`config.mk`:
```
export PLATFORM = sky130hd
export DESIGN_NAME = saesl_secondary_aer_severity_log
export DESIGN_NICKNAME = d
export VERILOG_FILES = /design/src/hw/saesl_pkg.sv /design/src/hw/saesl_secondary_aer_severity_log.sv
export VERILOG_INCLUDE_DIRS = /design/src /design/src/hw
export SDC_FILE = /design/constraint.sdc
export NUM_CORES = 1
export LEC_CHECK = 0
export ABC_AREA = 1
export BUFFER_PORTS_ARGS = -buffer_cell sky130_fd_sc_hd__buf_2
export CORE_ASPECT_RATIO = 0.75
export CORE_MARGIN = 2
export CORE_UTILIZATION = 35
export CTS_CLUSTER_DIAMETER = 100
export DETAILED_ROUTE_END_ITERATION = 8
export REMOVE_ABC_BUFFERS = 1
export SLEW_MARGIN = 10
export SYNTH_ARGS = -nofsm -noshare
export SYNTH_HDL_FRONTEND = slang
export SYNTH_SLANG_ARGS = --single-unit
export TNS_END_PERCENT = 30
```
`constraint.sdc`:
```
create_clock -name mclk -period 1.6 [get_ports mclk]
set_input_delay 0.32 -clock mclk [delete_from_list [all_inputs] [get_ports mclk]]
set_output_delay 0.32 -clock mclk [all_outputs]
set_load 0.03 [all_outputs]
```
`src/hw/saesl_consts.svh`:
```
// Offsets, field positions and reset values for the secondary error severity and log block.
// Assumes inclusion by the package and by the block's single design file.
`ifndef SAESL_CONSTS_SVH
`define SAESL_CONSTS_SVH
`define SAESL_OFF_SEVERITY  12'h134
`define SAESL_OFF_CAPCTL    12'h138
`define SAESL_OFF_LOG0      12'h13c
`define SAESL_OFF_LOG1      12'h140
`define SAESL_OFF_LOG2      12'h144
`define SAESL_OFF_LOG3      12'h148
`define SAESL_SEV_RESET     32'h00001340
`define SAESL_SEV_WMASK     32'h00003fee
`define SAESL_ERR_LIVE      32'h00001e8c
`define SAESL_CAP_RESET     32'h00000000
`define SAESL_PTR_MSB       4
`define SAESL_LOWER_CMD_LSB 36
`define SAESL_UPPER_CMD_LSB 40
`define SAESL_ADDR_LO_LSB   64
`define SAESL_ADDR_HI_LSB   96
`endif

```
`src/hw/saesl_pkg.sv`:
```
// Types shared by the secondary error severity and log block.
// Assumes the constants header sits beside it on the include path.
package saesl_pkg;
  `include "saesl_consts.svh"
  typedef logic [31:0]  saesl_word_t;   // One configuration dword.
  typedef logic [11:0]  saesl_off_t;    // Extended configuration offset.
  typedef logic [4:0]   saesl_ptr_t;    // First error bit position.
  typedef logic [127:0] saesl_log_t;    // Captured header log.
endpackage

```
`src/hw/saesl_secondary_aer_severity_log.sv`:
```
// Secondary-side severity select, first error pointer and header log registers.
// Assumes a configuration access port that presents one dword per cycle and an
// external detector that gives one-cycle error pulses with the cycle's address phases.
`include "saesl_consts.svh"

module saesl_secondary_aer_severity_log (
  input  wire logic               mclk,          // 200 MHz clock.
  input  wire logic               rst_n,         // Fundamental reset, active low, synchronous.
  input  wire logic               cfgWrEn,       // Configuration write strobe, one cycle.
  input  wire saesl_pkg::saesl_off_t  cfgAddr,   // Configuration offset of the access.
  input  wire saesl_pkg::saesl_word_t cfgWrData, // Configuration write data.
  output logic [31:0]             cfgRdData,     // Registered read data for cfgAddr.
  input  wire logic [31:0]        errDetect,     // Error pulses by status bit position.
  input  wire logic [31:0]        errMask,       // Mask register value from outside.
  input  wire logic               firstErrArm,   // Pointer may load (no error pending).
  input  wire logic [31:0]        addrPhase1,    // AD during first address phase.
  input  wire logic [31:0]        addrPhase2,    // AD during second address phase.
  input  wire logic [3:0]         cmdPhase1,     // C/BE during first address phase.
  input  wire logic [3:0]         cmdPhase2,     // C/BE during second address phase.
  input  wire logic               dualAddr,      // The cycle used a dual address.
  output logic                    errFatalMsg,   // Send fatal message, one-cycle pulse.
  output logic                    errNonfatalMsg,// Send nonfatal message, one-cycle pulse.
  output logic [31:0]             statusSet      // Status bits to set, one-cycle pulse.
);
  import saesl_pkg::*;

  //--------------------------------------------------------------------------
  // State
  //--------------------------------------------------------------------------
  saesl_word_t sev_q,   sev_d;    // Severity select register.
  saesl_ptr_t  ptr_q,   ptr_d;    // First error pointer.
  saesl_log_t  log_q,   log_d;    // Header log.
  saesl_word_t rd_q,    rd_d;     // Read data register.
  logic        fat_q,   fat_d;    // Fatal message pulse.
  logic        nfat_q,  nfat_d;   // Nonfatal message pulse.
  saesl_word_t stat_q,  stat_d;   // Status set pulse.
  saesl_word_t live;              // Unmasked errors this cycle.
  saesl_ptr_t  firstIdx;          // Lowest unmasked error position.

  // Lowest set bit of a vector; ties in one cycle go to the lowest position.
  function automatic saesl_ptr_t lowest_bit(input saesl_word_t v);
    lowest_bit = 5'h00;
    for (int i = 31; i >= 0; i--) begin
      if (v[i]) begin
        lowest_bit = 5'(i);
      end
    end
  endfunction

  // Only the seven error classes that a conventional PCI secondary bus can raise
  // count here. The PCI-X positions are dropped on purpose, so that the severity
  // bits stored for them can never steer a message, the status or the pointer.
  assign live     = errDetect & ~errMask & `SAESL_ERR_LIVE;
  // Ties within one cycle resolve to the lowest position.
  assign firstIdx = lowest_bit(live);

  //--------------------------------------------------------------------------
  // Next-state logic
  //--------------------------------------------------------------------------
  // Writes, capture and messages. PCI-X bits are stored but never reach the
  // message path, because live never carries those positions.
  // Every next value but rd_d gets a default before any branch, and rd_d has a case default, so no path leaves a latch.
  always_comb begin
    sev_d  = sev_q;
    ptr_d  = ptr_q;
    log_d  = log_q;
    stat_d = live;
    fat_d  = |(live & sev_q);
    nfat_d = |(live & ~sev_q);
    // Writes to any other offset, the read-only ones included, are dropped.
    if (cfgWrEn && cfgAddr == `SAESL_OFF_SEVERITY) begin
      // Reserved positions are cut here, so they can never read back as one.
      sev_d = cfgWrData & `SAESL_SEV_WMASK;
    end
    // A new unmasked error overwrites the whole log, the upper phase too,
    // so a stale dual-address entry never survives a single-address one.
    if (|live) begin
      log_d = '0;
      log_d[`SAESL_ADDR_LO_LSB +: 32] = addrPhase1;
      log_d[`SAESL_ADDR_HI_LSB +: 32] = dualAddr ? addrPhase2 : 32'h00000000;
      log_d[`SAESL_LOWER_CMD_LSB +: 4] = cmdPhase1;
      log_d[`SAESL_UPPER_CMD_LSB +: 4] = dualAddr ? cmdPhase2 : 4'h0;
      // The pointer only moves while no earlier error is pending in status.
      if (firstErrArm) begin
        ptr_d = firstIdx;
      end
    end
    // Read data is registered, so it answers the offset of the previous cycle.
    unique case (cfgAddr)
      `SAESL_OFF_SEVERITY: rd_d = sev_q & `SAESL_SEV_WMASK;
      `SAESL_OFF_CAPCTL:   rd_d = {27'h0000000, ptr_q};
      `SAESL_OFF_LOG0:     rd_d = log_q[31:0];
      `SAESL_OFF_LOG1:     rd_d = log_q[63:32];
      `SAESL_OFF_LOG2:     rd_d = log_q[95:64];
      `SAESL_OFF_LOG3:     rd_d = log_q[127:96];
      default:             rd_d = 32'h00000000;            // Unmapped reads zero.
    endcase
  end

  //--------------------------------------------------------------------------
  // Registers
  //--------------------------------------------------------------------------
  // Only the fundamental reset reaches this process; hot resets do not.
  // The reset is synchronous, so a glitch between edges cannot clear state.
  always_ff @(posedge mclk) begin
    if (!rst_n) begin
      sev_q  <= `SAESL_SEV_RESET;
      ptr_q  <= 5'h00;
      log_q  <= '0;
      rd_q   <= 32'h00000000;
      fat_q  <= 1'b0;
      nfat_q <= 1'b0;
      stat_q <= 32'h00000000;
    end else begin
      sev_q  <= sev_d;
      ptr_q  <= ptr_d;
      log_q  <= log_d;
      rd_q   <= rd_d;
      fat_q  <= fat_d;
      nfat_q <= nfat_d;
      stat_q <= stat_d;
    end
  end

  // Outputs are the registers themselves, with no logic behind the flops.
  assign cfgRdData      = rd_q;
  assign errFatalMsg    = fat_q;
  assign errNonfatalMsg = nfat_q;
  assign statusSet      = stat_q;

  //--------------------------------------------------------------------------
  // Checks
  //--------------------------------------------------------------------------
  // Every check but the reset one is held off while the reset is applied.

  // An unmasked error whose severity bit is set leaves as a fatal message.
  a_fatal_class: assert property (@(posedge mclk) disable iff (!rst_n)
    |(errDetect & ~errMask & sev_q & 32'h00001e8c) |=> errFatalMsg)
    else $error("fatal error not reported as fatal");

  // A cleared severity bit turns the same error into a nonfatal message.
  a_nonfatal_class: assert property (@(posedge mclk) disable iff (!rst_n)
    |(errDetect & ~errMask & ~sev_q & 32'h00001e8c) |=> errNonfatalMsg)
    else $error("nonfatal error not reported as nonfatal");

  // The first edge after release must see the default severities.
  a_sev_reset: assert property (@(posedge mclk) rst_n && $past(!rst_n) |->
    sev_q == 32'h00001340)
    else $error("severity reset value wrong");

  // Reserved severity positions never hold a one.
  a_sev_reserved: assert property (@(posedge mclk) disable iff (!rst_n)
    (sev_q & 32'hffffc011) == 32'h0)
    else $error("reserved severity bit set");

  // A PCI-X severity bit keeps what software wrote.
  a_sev_store: assert property (@(posedge mclk) disable iff (!rst_n)
    cfgWrEn && cfgAddr == 12'h134 |=> sev_q[13] == $past(cfgWrData[13]))
    else $error("PCI-X severity write lost");

  // Without an unmasked error of an implemented class nothing is reported.
  a_pcix_quiet: assert property (@(posedge mclk) disable iff (!rst_n)
    (errDetect & ~errMask & 32'h00001e8c) == 32'h0 |=>
      statusSet == 32'h0 && !errFatalMsg && !errNonfatalMsg)
    else $error("unimplemented error position reported");

  // A severity read returns the register with its reserved bits at zero.
  a_sev_read: assert property (@(posedge mclk) disable iff (!rst_n)
    cfgAddr == 12'h134 |=> cfgRdData == $past(sev_q) && cfgRdData[31:14] == 18'h0)
    else $error("severity read wrong");

  // The capability register shows only the pointer.
  a_cap_read: assert property (@(posedge mclk) disable iff (!rst_n)
    cfgAddr == 12'h138 |=> cfgRdData[31:5] == 27'h0 && cfgRdData[4:0] == $past(ptr_q))
    else $error("capability read wrong");

  // Masked errors leave the log and the message outputs alone.
  a_masked_quiet: assert property (@(posedge mclk) disable iff (!rst_n)
    (errDetect & ~errMask) == 32'h0 |=> $stable(log_q) && !errFatalMsg && !errNonfatalMsg)
    else $error("masked error had an effect");

  // The pointer stays put unless an armed, unmasked error arrives.
  a_ptr_hold: assert property (@(posedge mclk) disable iff (!rst_n)
    !(|live && firstErrArm) |=> $stable(ptr_q))
    else $error("pointer moved without an armed error");

  // Every unmasked error recaptures the first phase and its command.
  a_log_capture: assert property (@(posedge mclk) disable iff (!rst_n)
    |live |=> log_q[95:64] == $past(addrPhase1) && log_q[39:36] == $past(cmdPhase1))
    else $error("log capture wrong");

  // A single address leaves the upper phase at zero.
  a_log_layout: assert property (@(posedge mclk) disable iff (!rst_n)
    |live && !dualAddr |=> log_q[127:96] == 32'h0 && log_q[95:64] == $past(addrPhase1))
    else $error("log layout wrong");

  // A dual address fills the upper phase and the upper command.
  a_log_dual: assert property (@(posedge mclk) disable iff (!rst_n)
    |live && dualAddr |=> log_q[127:96] == $past(addrPhase2) &&
      log_q[43:40] == $past(cmdPhase2))
    else $error("dual address log wrong");

  // The attribute and reserved fields of the log stay at zero.
  a_log_zeros: assert property (@(posedge mclk) disable iff (!rst_n)
    log_q[63:44] == 20'h0 && log_q[35:0] == 36'h0)
    else $error("log reserved bits set");

  // Pointer and status move together, so software sees one snapshot.
  a_ptr_sync: assert property (@(posedge mclk) disable iff (!rst_n)
    |live && firstErrArm |=> statusSet[ptr_q] && statusSet != 32'h0)
    else $error("pointer not updated with status");

  // The lowest log dword answers its own offset.
  a_log_read0: assert property (@(posedge mclk) disable iff (!rst_n)
    cfgAddr == 12'h13c |=> cfgRdData == $past(log_q[31:0]))
    else $error("log dword0 read wrong");

  // The second log dword answers its own offset.
  a_log_read1: assert property (@(posedge mclk) disable iff (!rst_n)
    cfgAddr == 12'h140 |=> cfgRdData == $past(log_q[63:32]))
    else $error("log dword1 read wrong");

  // The third log dword answers its own offset.
  a_log_read2: assert property (@(posedge mclk) disable iff (!rst_n)
    cfgAddr == 12'h144 |=> cfgRdData == $past(log_q[95:64]))
    else $error("log dword2 read wrong");

  // The top log dword answers its own offset.
  a_log_read: assert property (@(posedge mclk) disable iff (!rst_n)
    cfgAddr == 12'h148 |=> cfgRdData == $past(log_q[127:96]))
    else $error("log dword3 read wrong");
endmodule

```
-- Yosys cells after proc, flatten, opt, wreduce, memory -nomap -nowiden
Cells that the tools add are included.
- register bits: 155
- input port bits: 185
- logic and storage cells: 33
- eq/ne operators: 5
- multiplexer cells: 10
- bitwise logic cells: 5
- reduce and logical (&&, ||, !) cells: 5
- operators by type and width (operator ; count):
    $pmux W32 S5 ; 1
    $reduce_or A32 Y1 ; 2
    $eq A12 B9 Y1 const B ; 5
    $and A13 B32 Y32 ; 1
    $mux W32 ; 1
    $not A14 Y32 ; 1
    $mux W5 ; 5
    $and A13 B14 Y14 ; 1
    $and A13 B13 Y13 ; 1
    $not A13 Y13 ; 1
    $mux W4 ; 3
    $reduce_or A7 Y1 ; 1
    $reduce_and A2 Y1 ; 1
    $logic_and A1 B1 Y1 ; 1

-- Logic depth before layout (Yosys ltp)
- word-level depth: 9
- mapped depth: 10
- depth with buffers taken out: 9

-- Least setup slack after synthesis
OpenSTA, ideal clock, no wires.
- path kind: input-to-reg
- from: input port cfgAddr[5]
- to: register rd_q[11], in the netlist cfgRdData[11]
- setup time: 0.117 ns
- arrival: 1.236 ns
- slack: 0.247 ns
- stages: 9
- cell sequence: nand2_1 inv_1 nand2_2 nor2_8 nand2_4 nand2_2 o21bai_4 buf_12 nor2_4
- cells in the longest elaborated chain, start to end: 2
- elaborated cells on any way between the ends: 6
- classes of those cells: eq/ne: 5; mux: 1
- RTL lines (what ; RTL line ; source):
    start, declared ; saesl_secondary_aer_severity_log.sv:10 ; input wire saesl_pkg::saesl_off_t cfgAddr,
    $eq A12 B9 Y1 ; saesl_secondary_aer_severity_log.sv:89 ; unique case (cfgAddr)
    $pmux W32 S5 * ; saesl_secondary_aer_severity_log.sv:89 ;
    end signal, assigned ; saesl_secondary_aer_severity_log.sv:118 ; rd_q <= rd_d;
    end, declared ; saesl_secondary_aer_severity_log.sv:33 ; saesl_word_t rd_q, rd_d;
Mark *: on every way between the ends. The rest lies on a longest branch, timed or not.
A chain may end at the register's enable or synchronous reset.

-- Final worst setup path
- from: register rd_q[1], in the netlist cfgRdData[1]
- to: output port cfgRdData[1]
- RTL lines (what ; RTL line ; source):
    end, declared ; saesl_secondary_aer_severity_log.sv:12 ; output logic [31:0] cfgRdData,
No word-level cell between the ends.

==> run metrics <==
Worst Tran Pin Value=779.3 ps; Post-CTS Resized=0; Num CTS Buffers=17; Gate power share=0.095; Bufs on Longest Clock Path=2; Period minus WS final=1258 ps; Worst-path clk slew=roughly 50 ps; period utilization=0.7860; # rows=40; buffer and inverter count on the worst path=1; global-route wire length before repair=approximately 24000 um; vias=5137; # fillers=1660; Cell Area, Synth=~0.0057 sq mm; final WL=15140 um; CTS tree=built; worst-skew pair later-pin latency=~420 ps; GP Congestion=0.8364; post-CTS setup buffer count=0; hold depth=2; Finished Cell Area=0.007337 sq mm; Int Pwr=6.144 mW; crit end category=output port; I/O Buffers=approximately 160; I/O pin count=251; met2 WL=approximately 6500 um; Fin Hold WS=between 80 and 90 ps; crit path DAT=940 ps; pin count of the biggest net entering global routing=56; Max VDD drop=0.5687 mV; Detail Route met3 WL=993 um; RSZ-0062 raised after global routing=false; Post-DP Area=0.006753 sq mm; drt first pass iters=5; global-route usage over all layers=0.1825; CP Cell Sequence=buf_2; CP max FO=1; Worst Skew=11.88 ps; Synth Register Bits=129; LEAKAGE=3.519 nW; Total Power=8.051 mW; Slew headroom=0.4805; # clock sinks=roughly 130; fin. max-slew vios=0; switch share=0.2368; FF-to-FF Start=sev_q[10]$_SDFFE_PN0P_; setup tns final=0 ps; r2r endpoint=errFatalMsg$_SDFF_PN0_; count of cell types in the netlist=30; critical path type=flop to output port; Hold Fails Final Rpt=0; Area growth syn-to-layout=28.85%; sequential share of power=0.427; Synth top area share=0.4535; Worst Hold Endpoint=statusSet[12]$_SDFF_PN0_; number of H-tree levels=4; die width=151.3 um; CP top delay family=flip-flops; DRC=0; Worst path slowest cell=dfxtp_1; vias in the first global route=4806; syn avg cell area=roughly 7.4 sq um; Final WS setup=342.5 ps; Top Layer Used=met5; flop2flop setup slack=690 ps; GRT overflow=0; routed length per placed instance=13.07 um; share of post-route cells with drive strength above 1=0.2845; most frequent cells in the layout=nor2_1, buf_2, dfxtp_1, nand2_1, o21ai_0; status=finished clean; delay of the slowest critical-path stage=~330 ps; Layout Nets=~1100; Clk network pwr share=0.478; antenna viol nets, final=0; antenna violations before repair=2; DP Worst Slack=-17.74 ps; number of max-cap violations=0; Critical Path RT=around 1300 ps; FMAX=795.2 MHz; Hold Crit Class=primary input to flop; Vert. Die Dim=114.5 um; die area=0.01732 sq mm; Core Area=0.01597 sq mm; root buf cell=clkbuf_16; largest cells by area after synthesis=dfxtp_1, nor2_1, nand2_1; Initial DRC Count=216; Finish-stage setup viols=0; PwrDens=1097 mW/mm^2; Seq/Total Area, Yosys=0.4535; Routed met1 length=7476 um; Synth Instances=771; crit path launch type=flop; Reg2Reg Depth=4; commonest non-fill, non-tap cell in the layout=nor2_1; dominant cell type by area after synthesis=dfxtp_1; Ys Warns=0; Avg Vias per Cell=4.432; DP HPWL=10340 um; switching power total=about 1.9 mW; number of diodes=0; Initial Util=0.3567; Final Core Density=0.4596; hold_sp=errMask[12]; Hold-fix buffers, CTS=0; Final Non-Filler Cells=1159; dpl cells=1128
-- worst max-delay path by stage --
stage | start | to | slack [ps] | cells past startpoint
global placement | cfgAddr[11] | cfgRdData[6]$_SDFF_PN0_ | -7 | 9
detailed placement | cfgAddr[11] | cfgRdData[6]$_SDFF_PN0_ | -20 | 9
global route | cfgAddr[11] | cfgRdData[6]$_SDFF_PN0_ | 230 | 9
floorplan | errMask[3] | log_q[36]$_SDFFE_PN0N_ | -780 | 8
CTS | cfgRdData[1]$_SDFF_PN0_ | cfgRdData[1] | 320 | 1
finish | cfgRdData[1]$_SDFF_PN0_ | cfgRdData[1] | 340 | 1
-- state kept, by name (all words and copies together) (netlist names) --
register	cells
log_q	72
cfgRdData	32
sev_q	12
statusSet	7
ptr_q	4
errFatalMsg	1
errNonfatalMsg	1
-- per-layer routing --
metal	track usage	vias up
li1	-	2713
met2	0.2769	143
met5	0	-
met3	0.05339	13
met4	0.05109	2
met1	0.2523	2266
-- power groups by stage --
stage                     Sequential, mW  Combinational (mW)  Clock [mW]
after CTS                           3.44               0.770        3.95
after global routing                3.46               0.862        4.09
final                               3.44               0.763        3.85
after global placement              3.50               0.758           0
after floorplan                     3.51               0.399           0
after detailed placement            3.51               0.763           0
-- synth_stat cells, drive strengths merged --
master,count
nor2,211
dfxtp,129
nand2,126
o21ai,89
inv,58
buf,48
a21oi,44
nand3,37
clkbuf,17
o22ai,4
o211ai,3
conb,1
nand4,1
nor3,1
nor3b,1
o21bai,1
-- final cells by class --
type / instances / area (sq um) / area share
timing repair buffer: 188 / 1124 / 0.1531
sequential: 129 / 2582 / 0.3520
multi-input combinational: 543 / 2566 / 0.3498
clock inverter: 5 / 75.07 / 0.01023
clock buffer: 26 / 509.2 / 0.06941
tap: 210 / 262.8 / 0.03581
inverter: 58 / 217.7 / 0.02967
-- cells by family (layout without fill, tap and decap cells) --
kind of cell | Yosys count | after routing | share of synthesized area
AO/OA/AOI/OAI | 141 | 141 | 0.1292
buffers and inverters | 123 | 277 | 0.1116
flip-flops | 129 | 129 | 0.4535
other | 1 | 25 | 0.0006586
AND/OR/NAND/NOR | 377 | 377 | 0.3050
-- worst reg2reg max path, delay by kind of cell (launching register included) --
kind / cells / cell delay (ps)
AOI/OAI and AO/OA: 3 / 390
buffers and inverters: 1 / 90
DFF: 1 / 350
Power figures use the tool's default switching activity.
